## src/rtl/spi_defs.svh

```systemverilog
// offsets, field positions and reset values of the serial block
// assumes an 8-bit register port with byte offsets
`ifndef SPI_DEFS_SVH
`define SPI_DEFS_SVH

// ----------------------------------------------------------------
// register offsets
// ----------------------------------------------------------------
`define SPI_CTRL_OFS      8'h00
`define SPI_IRQ_EN_OFS    8'h02
`define SPI_FLAGS_OFS     8'h03
`define SPI_DATA_OFS      8'h04

// ----------------------------------------------------------------
// field positions
// ----------------------------------------------------------------
`define SPI_RX_DONE_BIT   7
`define SPI_TX_DONE_BIT   6
`define SPI_TX_EMPTY_BIT  5
`define SPI_SEL_TRIG_BIT  4
`define SPI_OVERRUN_BIT   0
`define SPI_SINGLE_EN_BIT 0
`define SPI_CTRL_ENABLE   0
`define SPI_CTRL_BUFMODE  1
`define SPI_CTRL_SELDIS   2

// ----------------------------------------------------------------
// masks and reset values
// ----------------------------------------------------------------
`define SPI_BUF_EN_MASK   8'hF1
`define SPI_NOBUF_EN_MASK 8'h01
`define SPI_CTRL_RESET    3'h0
`define SPI_IRQ_EN_RESET  8'h00
`define SPI_DATA_RESET    8'h00
`define SPI_RX_CNT_FULL   2'h2
`define SPI_PIN_IDLE      3'h6

`endif

```

## src/rtl/spi_pkg.sv

```systemverilog
// types shared by the serial block files
// assumes nothing beyond a SystemVerilog compiler
package spi_pkg;

   typedef enum logic {
      SH_IDLE,
      SH_SHIFT
   } shift_state_e;

endpackage : spi_pkg

```

## src/rtl/spi_irq_and_data_buffer.sv

```systemverilog
// interrupt flags, enables and data buffer of the serial block
// assumes a one-cycle register port master on clk_sys, link pins async
//
// Local design decision: the address-and-strobe port.
`include "spi_defs.svh"
`timescale 1ns/100ps
`default_nettype none

// Operation
// buffered mode, enable bit 7 raises interrupt on receive-complete flag.
// buffered mode, enable bit 6 raises interrupt on transfer-complete flag.
// buffered mode, enable bit 5 raises interrupt on transmit-empty flag.
// buffered mode, enable bit 4 raises interrupt on select-trigger flag.
// outside buffered mode the four buffered enables hold zero.
// outside buffered mode, bit 0 enables the single combined interrupt.
// select flag set only when select disable is off; w1c; zero unbuffered.
// overrun bit 0 sets when third byte arrives with both entries full.
// without pending transmit data, overrun waits for next transfer start.
// overrun stays until software reads the data register.
// software always writes zero to the overrun bit position.
// overrun used only in buffered mode, reads zero otherwise.
// data write starts transmission; byte shifts out on serial output.
// buffered read returns second entry, then first moves into second.
// interrupt asserted while source enabled and flagged, until cleared.
// unbuffered, combined flag sets after each completed byte transfer.
module spi_irq_and_data_buffer
   import spi_pkg::*;
(
   // clock and reset
   input  wire logic       clk_sys,
   input  wire logic       rst_b,
   // register port
   input  wire logic [7:0] addr,
   input  wire logic [7:0] wr_data,
   input  wire logic       wr_stb,
   input  wire logic       rd_stb,
   output logic [7:0]      rd_data,
   // interrupt
   output logic            irq,
   // serial link
   input  wire logic       sck,
   input  wire logic       mosi,
   input  wire logic       sel_b,
   output logic            miso,
   output logic            miso_oe
);

   // ----------------------------------------------------------------
   // address decode
   // ----------------------------------------------------------------
   function automatic logic hit(input logic [7:0] a, input logic [7:0] o);
      return a == o;
   endfunction : hit

   logic wr_ctrl;
   logic wr_en;
   logic wr_flags;
   logic wr_dat;
   logic rd_dat;

   assign wr_ctrl  = wr_stb & hit(addr, `SPI_CTRL_OFS);
   assign wr_en    = wr_stb & hit(addr, `SPI_IRQ_EN_OFS);
   assign wr_flags = wr_stb & hit(addr, `SPI_FLAGS_OFS);
   assign wr_dat   = wr_stb & hit(addr, `SPI_DATA_OFS);
   assign rd_dat   = rd_stb & hit(addr, `SPI_DATA_OFS);

   // ----------------------------------------------------------------
   // state
   // ----------------------------------------------------------------
   logic [2:0] ctrl;
   logic [2:0] next_ctrl;
   logic [7:0] irq_enable_control;
   logic [7:0] next_irq_en;
   logic       rx_done_flag;
   logic       next_rx_done;
   logic       tx_done_flag;
   logic       next_tx_done;
   logic       tx_empty_flag;
   logic       next_tx_empty;
   logic       sel_trigger_flag;
   logic       next_sel_trig;
   logic       rx_overrun_flag;
   logic       next_overrun;
   logic       ovr_wait;
   logic       next_ovr_wait;
   logic [7:0] rx_first;
   logic [7:0] next_rx_first;
   logic [7:0] rx_second;
   logic [7:0] next_rx_second;
   logic [1:0] rx_count;
   logic [1:0] next_rx_count;
   logic [7:0] tx_data;
   logic [7:0] next_tx_data;
   logic       tx_pending;
   logic       next_tx_pending;
   logic [7:0] next_rd_data;
   logic       next_irq;

   logic       buf_mode;
   logic       sel_disable;
   logic [7:0] irq_flag_bits;

   assign buf_mode    = ctrl[`SPI_CTRL_BUFMODE];
   assign sel_disable = ctrl[`SPI_CTRL_SELDIS];
   assign irq_flag_bits = {rx_done_flag, tx_done_flag, tx_empty_flag,
                           sel_trigger_flag, 3'h0, rx_overrun_flag};

   // ----------------------------------------------------------------
   // shift engine
   // ----------------------------------------------------------------
   logic       tx_take;
   logic       byte_done;
   logic [7:0] rx_byte;
   logic       sel_fall;
   logic       xfer_start;

   spi_shifter u_shifter
   (
      .clk_sys    (clk_sys),
      .rst_b      (rst_b),
      .enable     (ctrl[`SPI_CTRL_ENABLE]),
      .tx_byte    (tx_data),
      .tx_valid   (tx_pending),
      .tx_take    (tx_take),
      .byte_done  (byte_done),
      .rx_byte    (rx_byte),
      .sel_fall   (sel_fall),
      .xfer_start (xfer_start),
      .sck        (sck),
      .mosi       (mosi),
      .sel_b      (sel_b),
      .miso       (miso),
      .miso_oe    (miso_oe)
   );

   // ----------------------------------------------------------------
   // next values
   // ----------------------------------------------------------------
   logic overflow;

   always_comb
   begin
      overflow        = 1'b0;
      next_ctrl       = wr_ctrl ? wr_data[2:0] : ctrl;
      next_irq_en     = irq_enable_control;
      if (wr_en)
         next_irq_en = wr_data & (next_ctrl[`SPI_CTRL_BUFMODE] ?
                       `SPI_BUF_EN_MASK : `SPI_NOBUF_EN_MASK);
      if (!next_ctrl[`SPI_CTRL_BUFMODE])
         next_irq_en[7:4] = 4'h0;

      // transmit holding byte
      next_tx_data    = tx_data;
      next_tx_pending = tx_pending & ~tx_take;
      if (wr_dat)
      begin
         next_tx_data    = wr_data;
         next_tx_pending = 1'b1;
      end

      // receive buffer
      next_rx_first  = rx_first;
      next_rx_second = rx_second;
      next_rx_count  = rx_count;
      if (buf_mode && rd_dat && rx_count != 2'h0)
      begin
         next_rx_second = rx_first;
         next_rx_count  = rx_count - 2'h1;
      end
      if (!buf_mode && rd_dat)
         next_rx_count = 2'h0;
      if (byte_done)
      begin
         if (!buf_mode)
         begin
            next_rx_second = rx_byte;
            next_rx_count  = 2'h1;
         end
         else if (next_rx_count == 2'h0)
         begin
            next_rx_second = rx_byte;
            next_rx_count  = 2'h1;
         end
         else if (next_rx_count == 2'h1)
         begin
            next_rx_first = rx_byte;
            next_rx_count = `SPI_RX_CNT_FULL;
         end
         else
            overflow = 1'b1;
      end

      // receive complete / single flag
      if (buf_mode)
         next_rx_done = (next_rx_count != 2'h0);
      else
         next_rx_done = byte_done |
            (rx_done_flag & ~rd_dat &
             ~(wr_flags & wr_data[`SPI_RX_DONE_BIT]));

      // transfer complete, set wins over clear
      next_tx_done = buf_mode & ((byte_done & ~tx_pending) |
         (tx_done_flag & ~(wr_flags & wr_data[`SPI_TX_DONE_BIT])));

      next_tx_empty = buf_mode & ~next_tx_pending;

      next_sel_trig = buf_mode &
         ((sel_fall & ~sel_disable) |
          (sel_trigger_flag & ~(wr_flags & wr_data[`SPI_SEL_TRIG_BIT])));

      // overrun: immediate with pending tx data, else at next start
      next_ovr_wait = ovr_wait;
      next_overrun  = rx_overrun_flag & ~rd_dat;
      if (overflow && tx_pending)
         next_overrun = 1'b1;
      else if (overflow)
         next_ovr_wait = 1'b1;
      if (ovr_wait && xfer_start)
      begin
         next_overrun  = 1'b1;
         next_ovr_wait = 1'b0;
      end
      if (!buf_mode)
      begin
         next_overrun  = 1'b0;
         next_ovr_wait = 1'b0;
      end

      // interrupt request
      if (buf_mode)
         next_irq = |(irq_flag_bits[7:4] &
                      irq_enable_control[7:4]);
      else
         next_irq = rx_done_flag &
                    irq_enable_control[`SPI_SINGLE_EN_BIT];

      // read data, valid only the cycle after the strobe
      next_rd_data = 8'h00;
      if (rd_stb)
      begin
         if (hit(addr, `SPI_CTRL_OFS))
            next_rd_data = {5'h00, ctrl};
         else if (hit(addr, `SPI_IRQ_EN_OFS))
            next_rd_data = irq_enable_control;
         else if (hit(addr, `SPI_FLAGS_OFS))
            next_rd_data = irq_flag_bits;
         else if (hit(addr, `SPI_DATA_OFS))
            next_rd_data = rx_second;
         else
            next_rd_data = 8'h00;
      end
   end

   // ----------------------------------------------------------------
   // registers
   // ----------------------------------------------------------------
   always_ff @(posedge clk_sys or negedge rst_b)
   begin
      if (!rst_b)
      begin
         ctrl               <= `SPI_CTRL_RESET;
         irq_enable_control <= `SPI_IRQ_EN_RESET;
         rx_done_flag       <= 1'b0;
         tx_done_flag       <= 1'b0;
         tx_empty_flag      <= 1'b0;
         sel_trigger_flag   <= 1'b0;
         rx_overrun_flag    <= 1'b0;
         ovr_wait           <= 1'b0;
         rx_first           <= `SPI_DATA_RESET;
         rx_second          <= `SPI_DATA_RESET;
         rx_count           <= 2'h0;
         tx_data            <= `SPI_DATA_RESET;
         tx_pending         <= 1'b0;
         rd_data            <= 8'h00;
         irq                <= 1'b0;
      end
      else
      begin
         ctrl               <= next_ctrl;
         irq_enable_control <= next_irq_en;
         rx_done_flag       <= next_rx_done;
         tx_done_flag       <= next_tx_done;
         tx_empty_flag      <= next_tx_empty;
         sel_trigger_flag   <= next_sel_trig;
         rx_overrun_flag    <= next_overrun;
         ovr_wait           <= next_ovr_wait;
         rx_first           <= next_rx_first;
         rx_second          <= next_rx_second;
         rx_count           <= next_rx_count;
         tx_data            <= next_tx_data;
         tx_pending         <= next_tx_pending;
         rd_data            <= next_rd_data;
         irq                <= next_irq;
      end
   end

endmodule : spi_irq_and_data_buffer

`default_nettype wire

```

## src/rtl/spi_shifter.sv

```systemverilog
// serial slave shift engine, mode 0, msb first
// assumes link pins are asynchronous to clk_sys and sampled here
`include "spi_defs.svh"
`timescale 1ns/100ps
`default_nettype none

module spi_shifter
   import spi_pkg::*;
(
   // clock and reset
   input  wire logic       clk_sys,
   input  wire logic       rst_b,
   // control
   input  wire logic       enable,
   input  wire logic [7:0] tx_byte,
   input  wire logic       tx_valid,
   output logic            tx_take,
   // events
   output logic            byte_done,
   output logic [7:0]      rx_byte,
   output logic            sel_fall,
   output logic            xfer_start,
   // link pins
   input  wire logic       sck,
   input  wire logic       mosi,
   input  wire logic       sel_b,
   output logic            miso,
   output logic            miso_oe
);

   // ----------------------------------------------------------------
   // pin synchronisers
   // ----------------------------------------------------------------
   logic [2:0] pin_raw;
   logic [2:0] sync1;
   logic [2:0] sync2;
   logic [2:0] sync3;

   // idle levels: select high, link clock low
   localparam logic [2:0] PIN_IDLE = `SPI_PIN_IDLE;

   assign pin_raw = {sel_b, mosi, sck};

   genvar g;
   generate
      for (g = 0; g < 3; g++)
      begin : g_sync
         always_ff @(posedge clk_sys or negedge rst_b)
         begin
            if (!rst_b)
            begin
               sync1[g] <= PIN_IDLE[g];
               sync2[g] <= PIN_IDLE[g];
               sync3[g] <= PIN_IDLE[g];
            end
            else
            begin
               sync1[g] <= pin_raw[g];
               sync2[g] <= sync1[g];
               sync3[g] <= sync2[g];
            end
         end
      end
   endgenerate

   logic sck_rise;
   logic sck_fall;
   logic selected;

   assign sck_rise = sync2[0] & ~sync3[0];
   assign sck_fall = ~sync2[0] & sync3[0];
   assign selected = enable & ~sync2[2];

   // ----------------------------------------------------------------
   // shift state
   // ----------------------------------------------------------------
   shift_state_e state;
   shift_state_e next_state;
   logic [7:0]   sh;
   logic [7:0]   next_sh;
   logic [7:0]   rxs;
   logic [7:0]   next_rxs;
   logic [2:0]   cnt;
   logic [2:0]   next_cnt;
   logic         next_miso;
   logic         next_miso_oe;
   logic         next_byte_done;
   logic [7:0]   next_rx_byte;
   logic         next_sel_fall;
   logic         next_xfer_start;

   always_comb
   begin
      next_state      = state;
      next_sh         = sh;
      next_rxs        = rxs;
      next_cnt        = cnt;
      next_miso       = miso;
      next_miso_oe    = miso_oe;
      next_byte_done  = 1'b0;
      next_rx_byte    = rx_byte;
      next_sel_fall   = 1'b0;
      next_xfer_start = 1'b0;
      tx_take         = 1'b0;
      case (state)
         SH_IDLE:
         begin
            next_miso_oe = 1'b0;
            if (selected)
            begin
               tx_take       = tx_valid;
               next_sh       = tx_valid ? tx_byte : 8'h00;
               next_cnt      = 3'h0;
               next_state    = SH_SHIFT;
               next_sel_fall = 1'b1;
               next_miso_oe  = 1'b1;
               next_miso     = next_sh[7];
            end
         end
         SH_SHIFT:
         begin
            if (!selected)
            begin
               next_state   = SH_IDLE;
               next_miso_oe = 1'b0;
            end
            else if (sck_rise)
            begin
               next_rxs        = {rxs[6:0], sync2[1]};
               next_xfer_start = (cnt == 3'h0);
               next_cnt        = cnt + 3'h1;
               if (cnt == 3'h7)
               begin
                  next_byte_done = 1'b1;
                  next_rx_byte   = {rxs[6:0], sync2[1]};
               end
            end
            else if (sck_fall)
            begin
               if (cnt == 3'h0)
               begin
                  tx_take = tx_valid;
                  next_sh = tx_valid ? tx_byte : 8'h00;
               end
               else
                  next_sh = {sh[6:0], 1'b0};
               next_miso = next_sh[7];
            end
         end
         default:
            next_state = SH_IDLE;
      endcase
   end

   always_ff @(posedge clk_sys or negedge rst_b)
   begin
      if (!rst_b)
      begin
         state      <= SH_IDLE;
         sh         <= 8'h00;
         rxs        <= 8'h00;
         cnt        <= 3'h0;
         miso       <= 1'b0;
         miso_oe    <= 1'b0;
         byte_done  <= 1'b0;
         rx_byte    <= 8'h00;
         sel_fall   <= 1'b0;
         xfer_start <= 1'b0;
      end
      else
      begin
         state      <= next_state;
         sh         <= next_sh;
         rxs        <= next_rxs;
         cnt        <= next_cnt;
         miso       <= next_miso;
         miso_oe    <= next_miso_oe;
         byte_done  <= next_byte_done;
         rx_byte    <= next_rx_byte;
         sel_fall   <= next_sel_fall;
         xfer_start <= next_xfer_start;
      end
   end

endmodule : spi_shifter

`default_nettype wire
```

## config.mk

```make
export PLATFORM = sky130hd
export DESIGN_NAME = spi_irq_and_data_buffer
export DESIGN_NICKNAME = d
export VERILOG_FILES = /design/src/rtl/spi_pkg.sv /design/src/rtl/spi_irq_and_data_buffer.sv /design/src/rtl/spi_shifter.sv
export VERILOG_INCLUDE_DIRS = /design/src /design/src/rtl
export SDC_FILE = /design/constraint.sdc
export NUM_CORES = 1
export LEC_CHECK = 0
export BUFFER_PORTS_ARGS = -buffer_cell sky130_fd_sc_hd__buf_2
export CELL_PAD_IN_SITES_DETAIL_PLACEMENT = 0
export CELL_PAD_IN_SITES_GLOBAL_PLACEMENT = 1
export CORE_MARGIN = 2
export CORE_UTILIZATION = 43
export DETAILED_ROUTE_END_ITERATION = 8
export HOLD_SLACK_MARGIN = 0.06
export PLACE_DENSITY = 0.86
export SLEW_MARGIN = 10
export SYNTH_ARGS = -nofsm -noshare
export SYNTH_HDL_FRONTEND = slang
export SYNTH_SLANG_ARGS = --single-unit
```

## constraint.sdc

```tcl
create_clock -name clk_sys -period 2.5 [get_ports clk_sys]
set_input_delay 0.25 -clock clk_sys [delete_from_list [all_inputs] [get_ports clk_sys]]
set_output_delay 0.25 -clock clk_sys [all_outputs]
set_load 0.005 [all_outputs]
```

==> results_dict.tcl <==
set metrics [dict create \
    synthFlopType "dfrtp_1" \
    ys_types 44 \
    crit_cells 10 \
    hold_viol_final 0 \
    htreeDepth 3 \
    dr_wl_met2_mm 3.813 \
    utilization_pct 51.68 \
    syn_area_sq_um 3914 \
    power_mw 2.783 \
    p_per_area_nw_per_um2 614.4 \
    crit_type "register to register" \
    slowest_delay_ns 0.39 \
    r2r-start "rx_count[0]$_DFF_PN0_" \
    path_clk_slew_ns 0.08 \
    synth_compound_area_share_pct 9.974 \
    avgSynthCellArea_sq_um 11.75 \
    drc 0 \
    dr.first_iter.drc_count 151 \
    cp_top_family "simple AND/OR/NAND/NOR gates" \
    ctsLongestPathBuffers 2 \
    dpl-instance-area_sq_um 4247 \
    startpoint_type "register" \
    fmax_ghz 0.4220 \
    design_area_sq_um 4529 \
    synth_top_family_by_area "simple AND/OR/NAND/NOR gates" \
    wl_mm 7.881 \
    netSwitchingFraction_pct 24.17 \
    fp.dieH_um 99.41 \
    p_switching_uw 672.7 \
    port_buffers 33 \
    final_net_count 409 \
    cts_sinks 88 \
    drtPass1Iterations 5 \
    combPwrFrac_pct 8.9 \
    r2r_slack_ns 0.13 \
    root_buffer "clkbuf_8" \
    core_sq_um 8763 \
    finalSetupViolCount 0 \
    cts_tree "built" \
    cap_violations 0 \
    cts_made_buffers 9 \
    layout_min_cycle_time_ns 2.370 \
    ys_top_cells_by_area "dfrtp_1 (54%), mux2_2 (9.5%), mux2i_1 (4.3%)" \
    cp_cell_sequence "inv_1 > ha_2 > nand2_1 > and4_1 > mux2i_2 > buf_4 > ha_1 > and2b_1 > nand2_1 > a311o_1" \
    ir_drop_v 0.0003417 \
    dp_cells 471 \
    ant_nets 0 \
    synthCells 333 \
    synthAdderAreaFrac_pct 1.918 \
    antenna_found_initial 0 \
    start_util_pct 44.66 \
    place_hpwl_mm 5.727 \
    fin_crit_sh_pct 94.80 \
    grt_max_degree 51 \
    grt_pass1_wl_mm 13.08 \
    critPathBufInv 2 \
    ys_ff_latch 88 \
    crit_required_ns 2.74 \
    synth_mux_area_share_pct 13.84 \
    grt_usage_pct 16.80 \
    pwr-share-seq_pct 55.9 \
    yosys_warnings 0 \
    p_clk_share_pct 35.2 \
    cp_slowest_cell "dfrtp_1" \
    die-width_um 99.41 \
    worstSetupEndpoint "rx_done_flag$_DFF_PN0_" \
    synth-edff-count 0 \
    stdcell_count 493 \
    met3WireLength_um 266 \
    worstSkewPairLatency_ns 0.36 \
    finalMaxSlewViolations 0 \
    reg2reg_depth 10 \
    synth_top_cell_area_share_pct 53.71 \
    tightestPinTransition_ns 1.138 \
    rows 34 \
    status "completed" \
    whs_ns 0.1271 \
    synth_xor_area_share_pct 0 \
    vias 2697 \
    finalWeightedCongestion 0.8709 \
    synth_top_cell_by_area "dfrtp_1" \
    power.leakage_nw 2.208 \
    synth-simple-area-share_pct 14.55 \
    area_delta_synth_final_pct 15.73 \
    routed.top_layer "met4" \
    yosysSeqAreaShare_pct 56.39 \
    first_global_vias 2688 \
    dieArea_sq_um 9881 \
    skew_ns 0.01026 \
    hold_class "input pin to register" \
    via_per_inst 5.471 \
    syn_nets 362 \
    grt-ovfl-total 0 \
    p_int_mw 2.110 \
    relSlewSlack_pct 24.14 \
    antenna_cells 0 \
    cp.arrival_ns 2.61 \
    wire_per_inst_um 15.99 \
    drive_gt1_share_pct 30.13 \
    rr_endpoint "rx_done_flag$_DFF_PN0_" \
    synth_async_sr_flop_share_pct 100.0 \
    cp_common_cell "nand2_1" \
    endpoint_kind "register" \
    wl_met1_mm 3.652 \
    worstPathMaxFanout 3 \
    io_pins 34 \
    crit_start "rx_count[0]$_DFF_PN0_" \
]
cells in the mapped netlist, types with 3 or more instances:
| cell type | n |
|---|---|
| dfrtp_1 | 84 |
| mux2_2 | 33 |
| nor2_1 | 26 |
| inv_1 | 18 |
| mux2i_1 | 17 |
| a21oi_1 | 16 |
| nand3_1 | 16 |
| nand2_1 | 12 |
| nor3_1 | 10 |
| o21ai_0 | 9 |
| clkbuf_1 | 8 |
| a31oi_1 | 7 |
| ha_1 | 6 |
| nand2b_1 | 6 |
| a21boi_0 | 4 |
| a22oi_1 | 4 |
| dfstp_2 | 4 |
| nor2b_1 | 4 |
| o22ai_1 | 4 |
| a22o_1 | 3 |
| and2_1 | 3 |
| buf_4 | 3 |
| nor3b_1 | 3 |
| nor4_4 | 3 |
| o21a_1 | 3 |
cell type report:
class | count | area (sq um)
Tap cell | 108 | 135.1
Clock buffer | 11 | 141.4
Sequential cell | 88 | 2207
Inverter | 18 | 67.56
Clock inverter | 5 | 56.30
Multi-Input combinational cell | 214 | 1612
Timing Repair Buffer | 49 | 310.3
Fill cell | 774 | 4234
cells by family (layout without fill, tap and decap cells):
family,Yosys count,in the layout
AO/OA/AOI/OAI,61,61
adder cells (fa/ha/maj),6,6
buffers and inverters,31,83
flip-flops,88,88
multiplexers,50,50
AND/OR/NAND/NOR,97,97
repair_timing:
action | 4_1_cts | 5_1_grt
hold buffers | 4 | 0
buffers inserted | 0 | 2
endpoints found under the hold margin | 51 | 0
setup endpoints to repair | 0 | 12
gates resized for setup | 0 | 6
placed cells by master (no fill, tap or decap), drive strengths merged, types with 7 or more instances in the layout:
cell    instances
dfrtp          84
buf            45
mux2           33
nor2           26
inv            18
mux2i          17
nand3          17
a21oi          16
nand2          12
o21ai          12
clkbuf         11
nor3           10
a31oi           7
metrics by stage:
| stage | TNS, ns | worst slack, ns |
|---|---|---|
| detailed placement | -0.2468 | -0.04277 |
| global placement | 0 | 0.07509 |
| CTS | 0 | 0.05618 |
| floorplan | 0 | 0.02913 |
| global route | -0.1790 | -0.05504 |
| finish | 0 | 0.1301 |
routing by layer:
layer	up-vias	GRT usage [%]
met2	56	27.55
met3	12	3.654
met5	-	0
li1	1275	-
met4	0	6.955
met1	1354	21.71
worst min path at each step:
| stage | startpoint | slack, ns | cells after the start | to |
|---|---|---|---|---|
| floorplan | rst_b | -0.05 | 0 | ctrl[0]$_DFFE_PN0P_ |
| global placement | rst_b | 0.31 | 1 | rx_first[3]$_DFFE_PN0P_ |
| detailed placement | rst_b | 0.32 | 1 | rx_second[1]$_DFF_PN0_ |
| CTS | wr_data[3] | 0.12 | 2 | tx_data[3]$_DFFE_PN0P_ |
| global route | wr_data[3] | 0.13 | 2 | tx_data[3]$_DFFE_PN0P_ |
| finish | wr_data[3] | 0.13 | 2 | tx_data[3]$_DFFE_PN0P_ |
power groups by stage:
stage | logic [mW] | registers, mW | clock network, mW
finish | 0.249 | 1.56 | 0.979
global route | 0.285 | 1.57 | 1.06
CTS | 0.244 | 1.56 | 1.01
detailed placement | 0.238 | 1.59 | 0
global placement | 0.230 | 1.58 | 0
floorplan | 0.138 | 1.57 | 0
flip-flops by register name, summed over array words and instances, names as in the netlist, 2 cells and up:
register,cells
tx_data,8
rx_first,8
u_shifter.rxs,7
u_shifter.sync1,3
rx_count,2
u_shifter.rx_byte,8
rd_data,8
u_shifter.sync2,3
u_shifter.sh,7
u_shifter.cnt,3
irq_enable_control,5
ctrl,3
rx_second,8
Power figures use the tool's default switching activity.
